### src/inc/flash_sp_cfg.svh
// constants for the flash self-programming sequencer
`ifndef FLASH_SP_CFG_SVH
`define FLASH_SP_CFG_SVH
`define CLK_PERIOD_NS 4
`define OP_MIN_US 3700
`define OP_MAX_US 4500
`define OP_CYCLES ((`OP_MIN_US * 1000 + `CLK_PERIOD_NS - 1) / `CLK_PERIOD_NS)
`define ARM_WINDOW 4
`define PAGE_WORDS 64
`define RW_REGION_LAST 15'h47ff
`define BOOT_START_11 15'h4f00
`define BOOT_START_10 15'h4e00
`define BOOT_START_01 15'h4c00
`define BOOT_START_00 15'h4800
`define CR_ENABLE 0
`define CR_ERASE 1
`define CR_WRITE 2
`define CR_REENABLE 4
`define CR_BUSY 6
`define REG_CTRL 2'h0
`define REG_STAT 2'h1
`define REG_MASK 2'h2
`define REG_ZPTR 2'h3
`endif

### src/inc/flash_sp_pkg.sv
// types for the flash self-programming sequencer
package flash_sp_pkg;
   typedef enum logic [1:0] {CMD_FILL, CMD_ERASE, CMD_WRITE, CMD_REENABLE} cmd_t;
   typedef logic [15:0] word_t;
   typedef logic [14:0] waddr_t;
endpackage

### src/inc/flash_sp_if.sv
// link between the CPU side and the self-programming sequencer
`timescale 1ns/1ns
interface flash_sp_if;
   logic [7:0] ctrl_wdata; // control register write data
   logic ctrl_we; // control register write pulse
   logic [7:0] ctrl_rdata; // control register contents
   logic spm_exec; // store instruction pulse
   logic [15:0] zptr; // pointer register
   logic [15:0] r1r0; // data register pair
   logic eeprom_write_active; // eeprom write in progress
   logic [14:0] fetch_addr; // instruction fetch word address
   logic fetch_block; // fetch would hit busy region
   modport dev (input ctrl_wdata, ctrl_we, spm_exec, zptr, r1r0, eeprom_write_active, fetch_addr,
                output ctrl_rdata, fetch_block);
   modport cpu (output ctrl_wdata, ctrl_we, spm_exec, zptr, r1r0, eeprom_write_active, fetch_addr,
                input ctrl_rdata, fetch_block);
endinterface

### src/design/flash_sp_dev.sv
// self-programming sequencer: control register, page buffer, timed flash operations
`timescale 1ns/1ns
`include "flash_sp_cfg.svh"
module flash_sp_dev
   import flash_sp_pkg::*;
(
   input wire logic CLK_SYS, // system clock
   input wire logic RST, // synchronous reset
   flash_sp_if.dev LINK, // cpu side
   input wire logic [1:0] BOOT_SIZE_SEL, // boot size fuses, hi/lo
   output logic [14:0] BOOT_RESET_ADDR, // boot section start
   output logic FLASH_ERASE, // page erase pulse
   output logic FLASH_WRITE, // page write pulse
   output logic [6:0] PAGE_INDEX, // page for erase/write
   output logic [1023:0] PAGE_BUF, // temporary page buffer
   output logic RW_REGION_BUSY // readable region not readable
);
   typedef enum logic [1:0] {ST_IDLE, ST_ARMED, ST_BUSY} state_t;
   typedef struct packed {
      state_t st;
      logic [2:0] arm_cnt;
      logic [23:0] op_cnt;
      cmd_t cmd;
      logic enable;
      logic busy;
      logic erase;
      logic write;
      logic [6:0] page;
      logic [1023:0] buf_data;
      logic [14:0] boot_addr;
      logic block;
   } dev_state_t;
   dev_state_t s, next_s;

   localparam logic [23:0] OP_CYC = 24'(`OP_CYCLES);

   // decode the command bits of a control write
   function automatic cmd_t decode(input logic [7:0] v);
      if (v[`CR_ERASE]) decode = CMD_ERASE;
      else if (v[`CR_WRITE]) decode = CMD_WRITE;
      else if (v[`CR_REENABLE]) decode = CMD_REENABLE;
      else decode = CMD_FILL;
   endfunction

   // boot start from fuse pair
   function automatic logic [14:0] boot_start(input logic [1:0] f);
      case (f)
         2'h3: boot_start = `BOOT_START_11;
         2'h2: boot_start = `BOOT_START_10;
         2'h1: boot_start = `BOOT_START_01;
         default: boot_start = `BOOT_START_00;
      endcase
   endfunction

   // sequencer
   always_comb begin
      next_s = s;
      next_s.erase = 1'b0;
      next_s.write = 1'b0;
      next_s.boot_addr = boot_start(BOOT_SIZE_SEL);
      // fetches into the readable region stall while busy; boot code sits above it
      next_s.block = s.busy && (LINK.fetch_addr <= `RW_REGION_LAST);
      case (s.st)
         ST_IDLE: begin
            // writes refused while an eeprom write is active
            if (LINK.ctrl_we && LINK.ctrl_wdata[`CR_ENABLE] && !LINK.eeprom_write_active) begin
               next_s.st = ST_ARMED;
               next_s.enable = 1'b1;
               next_s.cmd = decode(LINK.ctrl_wdata);
               next_s.arm_cnt = 3'h0;
            end
         end
         ST_ARMED: begin
            if (LINK.spm_exec) begin
               next_s.page = LINK.zptr[13:7];
               case (s.cmd)
                  CMD_FILL: begin
                     next_s.buf_data[LINK.zptr[6:1]*16 +: 16] = LINK.r1r0;
                     next_s.enable = 1'b0;
                     next_s.st = ST_IDLE;
                  end
                  CMD_REENABLE: begin
                     next_s.busy = 1'b0;
                     next_s.enable = 1'b0;
                     next_s.st = ST_IDLE;
                  end
                  CMD_ERASE: begin
                     next_s.erase = 1'b1;
                     next_s.busy = 1'b1;
                     next_s.op_cnt = OP_CYC;
                     next_s.st = ST_BUSY;
                  end
                  default: begin
                     next_s.write = 1'b1;
                     next_s.busy = 1'b1;
                     next_s.op_cnt = OP_CYC;
                     next_s.st = ST_BUSY;
                  end
               endcase
            end else if (s.arm_cnt == 3'(`ARM_WINDOW - 1)) begin
               next_s.enable = 1'b0; // window expired
               next_s.st = ST_IDLE;
            end else begin
               next_s.arm_cnt = s.arm_cnt + 3'h1;
            end
         end
         ST_BUSY: begin
            if (s.op_cnt <= 24'h1) begin
               next_s.enable = 1'b0;
               next_s.st = ST_IDLE;
            end else begin
               next_s.op_cnt = s.op_cnt - 24'h1;
            end
         end
         default: next_s.st = ST_IDLE;
      endcase
   end

   // state register
   always_ff @(posedge CLK_SYS) begin
      if (RST) begin
         s <= '0;
      end else begin
         s <= next_s;
      end
   end

   assign LINK.ctrl_rdata = {1'b0, s.busy, 3'h0, s.cmd == CMD_WRITE && s.enable,
                             s.cmd == CMD_ERASE && s.enable, s.enable};
   assign LINK.fetch_block = s.block;
   assign BOOT_RESET_ADDR = s.boot_addr;
   assign FLASH_ERASE = s.erase;
   assign FLASH_WRITE = s.write;
   assign PAGE_INDEX = s.page;
   assign PAGE_BUF = s.buf_data;
   assign RW_REGION_BUSY = s.busy;
endmodule // flash_sp_dev

### src/flat_wrapper.sv
// flat-port wrapper written by rule: the top's interface ports become plain ports
module flash_sp_dev_flat import flash_sp_pkg::*;
  (CLK_SYS, RST, BOOT_SIZE_SEL, BOOT_RESET_ADDR, FLASH_ERASE, FLASH_WRITE, PAGE_INDEX, PAGE_BUF, RW_REGION_BUSY, LINK_ctrl_wdata, LINK_ctrl_we, LINK_spm_exec, LINK_zptr, LINK_r1r0, LINK_eeprom_write_active, LINK_fetch_addr, LINK_ctrl_rdata, LINK_fetch_block);
  flash_sp_if LINK_i ();
  input wire logic CLK_SYS;
  input wire logic RST;
  input wire logic [1:0] BOOT_SIZE_SEL;
  output logic [14:0] BOOT_RESET_ADDR;
  output logic FLASH_ERASE;
  output logic FLASH_WRITE;
  output logic [6:0] PAGE_INDEX;
  output logic [1023:0] PAGE_BUF;
  output logic RW_REGION_BUSY;
  input wire logic [$bits(LINK_i.ctrl_wdata)-1:0] LINK_ctrl_wdata;
  input wire logic [$bits(LINK_i.ctrl_we)-1:0] LINK_ctrl_we;
  input wire logic [$bits(LINK_i.spm_exec)-1:0] LINK_spm_exec;
  input wire logic [$bits(LINK_i.zptr)-1:0] LINK_zptr;
  input wire logic [$bits(LINK_i.r1r0)-1:0] LINK_r1r0;
  input wire logic [$bits(LINK_i.eeprom_write_active)-1:0] LINK_eeprom_write_active;
  input wire logic [$bits(LINK_i.fetch_addr)-1:0] LINK_fetch_addr;
  output wire logic [$bits(LINK_i.ctrl_rdata)-1:0] LINK_ctrl_rdata;
  output wire logic [$bits(LINK_i.fetch_block)-1:0] LINK_fetch_block;
  assign LINK_i.ctrl_wdata = LINK_ctrl_wdata;
  assign LINK_i.ctrl_we = LINK_ctrl_we;
  assign LINK_i.spm_exec = LINK_spm_exec;
  assign LINK_i.zptr = LINK_zptr;
  assign LINK_i.r1r0 = LINK_r1r0;
  assign LINK_i.eeprom_write_active = LINK_eeprom_write_active;
  assign LINK_i.fetch_addr = LINK_fetch_addr;
  assign LINK_ctrl_rdata = LINK_i.ctrl_rdata;
  assign LINK_fetch_block = LINK_i.fetch_block;
  flash_sp_dev u_core (.CLK_SYS(CLK_SYS), .RST(RST), .LINK(LINK_i), .BOOT_SIZE_SEL(BOOT_SIZE_SEL), .BOOT_RESET_ADDR(BOOT_RESET_ADDR), .FLASH_ERASE(FLASH_ERASE), .FLASH_WRITE(FLASH_WRITE), .PAGE_INDEX(PAGE_INDEX), .PAGE_BUF(PAGE_BUF), .RW_REGION_BUSY(RW_REGION_BUSY));
endmodule
### config.mk
export PLATFORM = sky130hd
export DESIGN_NAME = flash_sp_dev_flat
export DESIGN_NICKNAME = d
export VERILOG_FILES = /design/src/inc/flash_sp_pkg.sv /design/src/inc/flash_sp_if.sv /design/src/design/flash_sp_dev.sv /design/src/flat_wrapper.sv
export VERILOG_INCLUDE_DIRS = /design/src /design/src/inc
export SDC_FILE = /design/constraint.sdc
export NUM_CORES = 2
export LEC_CHECK = 0
export BUFFER_PORTS_ARGS = -buffer_cell sky130_fd_sc_hd__buf_2
export CORE_AREA = 2 2 431 433
export CTS_CLUSTER_DIAMETER = 30
export DETAILED_ROUTE_END_ITERATION = 8
export DIE_AREA = 0 0 433 435
export GPL_TIMING_DRIVEN = 0
export MAX_ROUTING_LAYER = met4
export PLACE_DENSITY_LB_ADDON = 0.08
export SETUP_SLACK_MARGIN = 0.02
export SLEW_MARGIN = 20
export SYNTH_ARGS = -nofsm -noshare
export SYNTH_HDL_FRONTEND = slang
export SYNTH_SLANG_ARGS = --single-unit
### constraint.sdc
create_clock -name CLK_SYS -period 11.44 [get_ports CLK_SYS]
set_clock_uncertainty 0.2 [all_clocks]
set_input_delay 1.716 -clock CLK_SYS [delete_from_list [all_inputs] [get_ports CLK_SYS]]
set_output_delay 1.716 -clock CLK_SYS [all_outputs]
set_load 0.02 [all_outputs]
# Word level (Yosys, flattened, before mapping)

Index checks and enable logic that the tools add are counted.

Add/sub/neg operators: 3
Order comparisons: 2
Eq/ne operators: 18
Shift operators: 2
Muxes and demuxes: 27
Bitwise logic cells: 3
Reduce and logical (&&, ||, !) cells: 22

Operators with widths:

| operator                                                  | number |
|---|---|
| bitwise mux 1024 bit                                      | 1 |
| variable shift 16 x 34 -> 1024 bit (first input constant) | 1 |
| indexed part select 16 x 34 -> 1024 bit                   | 1 |
| 2-to-1 mux 24 bit                                         | 3 |
| one-hot mux 24 bit (2 select lines)                       | 1 |
| negation 10 -> 34 bit                                     | 1 |
| one-hot mux 11 bit (3 select lines)                       | 1 |
| <= comparator 24 x 1 -> 1 bit (second input constant)     | 1 |
| subtractor 24 x 1 -> 24 bit (second input constant)       | 1 |
| <= comparator 15 bit (second input constant)              | 1 |
| 2-to-1 mux 2 bit                                          | 7 |
| == test 2 bit (second input constant)                     | 5 |
| != test 2 bit (second input constant)                     | 5 |
| AND reduction 3 bit                                       | 3 |
| AND reduction 4 bit                                       | 2 |
| 2-to-1 mux 1 bit                                          | 7 |
| == test 2 x 1 -> 1 bit (second input constant)            | 3 |
| 2-to-1 mux 3 bit                                          | 2 |
| one-hot mux 2 bit (3 select lines)                        | 1 |
| one-hot mux 3 bit (2 select lines)                        | 1 |
| OR reduction 3 bit                                        | 2 |
| logical AND 1 bit                                         | 5 |
| 2-to-1 mux 5 bit                                          | 1 |
| AND reduction 5 bit                                       | 1 |
| other kinds (14)                                          | 20 |

Register bits: 1082
Input port bits: 62
Output and inout bits: 1058

# Logic depth before layout (Yosys ltp)

Depth in word-level cells: 5
Mapped depth: 15
Gate-level depth less buffers: 8

# Worst setup path after synthesis

OpenSTA, ideal clock, no wires.

Path kind: input -> register
Start point: input LINK_zptr[1]
End point: register u_core.s (netlist bit u_core.PAGE_BUF[31])
Arrival: 4639 ps
Data required time: 11112 ps
Path slack: 6473 ps
Cell stages on the path: 12
Buffers on the path: 5
Cell sequence: buf_4 buf_4 clkbuf_1 inv_1 ha_1 clkbuf_1 inv_1 a2111oi_4 o211ai_2 buf_2 mux2i_1 nor2_1

Cells in the longest elaborated chain, start to end: 3
Elaborated cells between the ends (all ways): 4

RTL lines:

| item                                                                                                 | RTL line            | RTL |
|---|---|---|
| from (decl)                                                                                          | flat_wrapper.sv:17  | `input wire logic [$bits(LINK_i.zptr)-1:0] LINK_zptr;` |
| negation 10 -> 34 bit *                                                                              | flash_sp_dev.sv:78  | `next_s.buf_data[LINK.zptr[6:1]*16 +: 16] = LINK.r1r0;` |
| indexed part select 16 x 34 -> 1024 bit / variable shift 16 x 34 -> 1024 bit (equally long branches) | flash_sp_dev.sv:78  |  |
| bitwise mux 1024 bit *                                                                               | flash_sp_dev.sv:78  |  |
| to (signal assigned)                                                                                 | flash_sp_dev.sv:124 | `s <= next_s;` |
| to (decl)                                                                                            | flash_sp_dev.sv:33  | `dev_state_t s, next_s;` |

Every way passes the cells marked *; elsewhere a longest branch is shown, timed or not.
A chain may end at the register's enable or synchronous reset.

# Final worst setup path

Start point: input LINK_zptr[1]
End point: register u_core.s (netlist bit u_core.PAGE_BUF[366])

The elaborated chain is that of the path after synthesis.

==> flow_summary.json <==
{
  "grt_pass1_wl_um": 350000,
  "dieArea_um2": 188000,
  "tightest_slew_ns": 1.23,
  "grt_max_degree": 17,
  "clk_path_buf_depth": 4,
  "outcome": "finished clean",
  "fmax_ghz": 0.165,
  "synth_area_um2": 49500,
  "max_stage_delay_ns": 0.87,
  "layout-drive-gt1-share_pct": 40.4,
  "ys.flop_type": "dfxtp_1",
  "detailed_place.area_um2": 58400,
  "synthAdderAreaFrac_pct": 0.379,
  "cp-start-kind": "input pin",
  "cts_root_buffer": "clkbuf_16",
  "post-route-min-period_ns": 6.05,
  "crit_required_ns": 12.04,
  "holdWs_ns": 0.250,
  "finalInstanceArea_um2": 70100,
  "cts_tree": "yes",
  "wl_per_cell_um": 26.3,
  "routabilityCongestion": 0.857,
  "start_util_pct": 26.9,
  "first_pass_iters": 6,
  "drtAntennaViolNets": 0,
  "syn_inst": 5497,
  "initialDrtViolationCount": 2666,
  "synth_edf_count": 0,
  "synthXorXnorAreaFrac_pct": 0.369,
  "die_y_um": 435,
  "power_density_nw_per_um2": 197,
  "cts.sinks": 1071,
  "antenna_found_initial": 16,
  "grt_overflow": 0,
  "postSynthAreaPerCell_um2": 9.00,
  "vias_per_cell": 4.63,
  "hold_viol_final": 0,
  "postCtsSetupRepairBufs": 0,
  "max_slew_margin_pct": 17.8,
  "cts.clk_slew.worst_paths_ns": 0.04,
  "syn_to_final_growth_pct": 41.6,
  "num_rows": 158,
  "first_global_vias": 45700,
  "worstSetupEndpointType": "flop",
  "ctsHoldBuffers": 0,
  "synth_warnings": 0,
  "io_pins": 1120,
  "final.setup.worst_slack_ns": 5.39,
  "cts_buffers": 353,
  "slew_viol_final": 0,
  "cts_resized": 0,
  "peakVddDrop_v": 0.000136,
  "worstPathArrival_ns": 6.65,
  "placeableCoreArea_um2": 184000,
  "synth_top_family_by_area": "buffers and inverters",
  "fillCellCount": 19200,
  "critPathSlowestCell": "buf_1",
  "rsz0062_at_grt": "no",
  "p_total_mw": 13.8,
  "worstSetupPathType": "in2reg",
  "path_common_cell": "buf_4",
  "worstSkewPairLatency_ns": 0.91,
  "nets": 7042,
  "seq_area_frac_synth_pct": 43.3,
  "die_width_um": 433,
  "drv_cap": 0,
  "fin_tns_setup_ns": 0,
  "vias": 45000,
  "h-tree-depth": 5,
  "path_max_fanout": 10,
  "port_buffers": 1086,
  "post-place-ws_ns": 4.36,
  "finalCritPeriodShare_pct": 52.9,
  "setup_viol": 0,
  "ys_types": 64,
  "ys_ff_latch": 1071,
  "path_cells": "buf_4, buf_4, clkbuf_1, inv_1, ha_1, buf_2, xnor2_1, a211oi_2, buf_4, o21ai_1, buf_2, buf_1, o211ai_1, o31ai_1",
  "hpwl_um": 197000,
  "async_flop_share_pct": 0,
  "drcViolationCount": 0,
  "r2r_slack_ns": 7.05,
  "synth_compound_area_share_pct": 12.3,
  "muxShareOfSynthArea_pct": 10.0,
  "hp-class": "reg2reg",
  "p_leak_nw": 35.1,
  "synth_simple_gate_area_share_pct": 13.6,
  "wl_um": 256000,
  "grtUsageTotal_pct": 27.1
}
sequential cells by signal (all words and copies together) (netlist names), 4 cells and up:
name and count:
u_core.PAGE_BUF 1024, u_core.s 31, u_core.BOOT_RESET_ADDR 4, u_core.PAGE_INDEX 7
cell families (layout without fill, tap and decap cells):
logic type | Yosys count | in the layout
flops | 1071 | 1071
mux | 495 | 495
buf+inv | 1545 | 3259
fa+ha+maj | 15 | 15
simple gates | 1463 | 1463
xor+xnor | 20 | 20
other cells | 1 | 20
compound gates | 887 | 887
area by class of cell:
cell class                 instances  area (um2)  area share [%]
buffer                          1514        9820            14.0
inverter                          31         116           0.166
tap                             2480        3100            4.43
multi-input combinational       2894       18300            26.0
clock buffer                     515       10500            15.0
sequential                      1071       21400            30.6
clock inverter                    99        1170            1.67
timing repair buffer            1100        5680            8.11
antenna                            6        15.0          0.0214
cells in the final DEF, fill, tap and decap left out, types with 7 or more instances in the layout:
| master | Yosys | routed |
|---|---|---|
| o211ai_2 | 14 | 14 |
| nor3_1 | 121 | 121 |
| o211ai_1 | 250 | 250 |
| nand3_1 | 188 | 188 |
| a21oi_1 | 190 | 190 |
| inv_1 | 30 | 30 |
| clkbuf_2 | 1 | 35 |
| clkbuf_1 | 355 | 384 |
| a31o_2 | 53 | 53 |
| nand3b_1 | 34 | 34 |
| o21ai_1 | 34 | 36 |
| clkinv_2 | 0 | 61 |
| o21ai_0 | 146 | 144 |
| a211oi_1 | 9 | 7 |
| or2_1 | 13 | 13 |
| nor4_1 | 27 | 27 |
| a31o_1 | 21 | 21 |
| nor2_1 | 457 | 457 |
| ha_1 | 15 | 15 |
| buf_1 | 27 | 27 |
| nand4_1 | 66 | 66 |
| or3_1 | 73 | 73 |
| mux2i_1 | 495 | 495 |
| clkbuf_8 | 0 | 93 |
| o41ai_1 | 54 | 54 |
| buf_2 | 61 | 1147 |
| bufinv_16 | 0 | 24 |
| and2_1 | 7 | 7 |
| nand3_2 | 9 | 9 |
| inv_6 | 0 | 7 |
| dfxtp_1 | 1071 | 1071 |
| buf_4 | 1070 | 1074 |
| and3_1 | 16 | 16 |
| nand2_1 | 404 | 404 |
| clkbuf_16 | 0 | 359 |
| o31ai_1 | 87 | 87 |
| nand2b_1 | 13 | 13 |
| xor2_1 | 13 | 13 |
| conb_1 | 1 | 14 |
| or4_1 | 9 | 9 |
Yosys cell counts, types with 21 or more instances:
| library cell | n | area (um2) |
|---|---|---|
| a21oi_1 | 190 | 951 |
| a31o_1 | 21 | 184 |
| a31o_2 | 53 | 464 |
| buf_1 | 27 | 101 |
| buf_2 | 61 | 305 |
| buf_4 | 1070 | 8030 |
| clkbuf_1 | 355 | 1330 |
| dfxtp_1 | 1071 | 21400 |
| inv_1 | 30 | 113 |
| mux2i_1 | 495 | 4950 |
| nand2_1 | 404 | 1520 |
| nand3_1 | 188 | 941 |
| nand3b_1 | 34 | 255 |
| nand4_1 | 66 | 413 |
| nor2_1 | 457 | 1720 |
| nor3_1 | 121 | 606 |
| nor4_1 | 27 | 169 |
| o211ai_1 | 250 | 1880 |
| o21ai_0 | 146 | 731 |
| o21ai_1 | 34 | 170 |
| o31ai_1 | 87 | 653 |
| o41ai_1 | 54 | 473 |
| or3_1 | 73 | 457 |
metal layers:
metal  up-vias  routed length (um)  part of all wire [%]  global-route usage [%]
li1      21100                   -                     -                       -
met1     21700               97800                    38                    28.9
met2      1704              128000                    50                    46.5
met3       465               16500                   6.5                    6.45
met4         0               12900                   5.1                    13.3
met5         -                   0                     0                       -
report_power, final:
group          switching (mW)  internal [mW]
clock network            2.67           6.76
registers             0.00885           3.76
logic                   0.492          0.106
through the flow:
| stage | utilization (%) | std cells |
|---|---|---|
| finish | 38.1 | 9710 |
| global route | 38.1 | 9706 |
| CTS | 38.1 | 9703 |
| detailed placement | 31.7 | 9089 |
| global placement | 31.6 | 9076 |
| floorplan | - | 5510 |
path summary, 6_finish.rpt:
kind                                      startpoint                    to  cells past startpoint
worst max-delay path                    LINK_zptr[1]  u_core.PAGE_BUF[366]                     14
worst min register to register  u_core.PAGE_BUF[439]  u_core.PAGE_BUF[439]                      2
worst max register to register        u_core.s[1081]  u_core.PAGE_BUF[390]                      9
worst min-delay path            u_core.PAGE_BUF[439]  u_core.PAGE_BUF[439]                      2
critical path: cells and delay by family:
family / cells / cell delay, ns
fa+ha+maj: 1 / 0.20
xor+xnor: 1 / 0.82
buf+inv: 8 / 2.84
compound gates: 4 / 1.02
No activity file was read; power rests on OpenSTA's default activity.
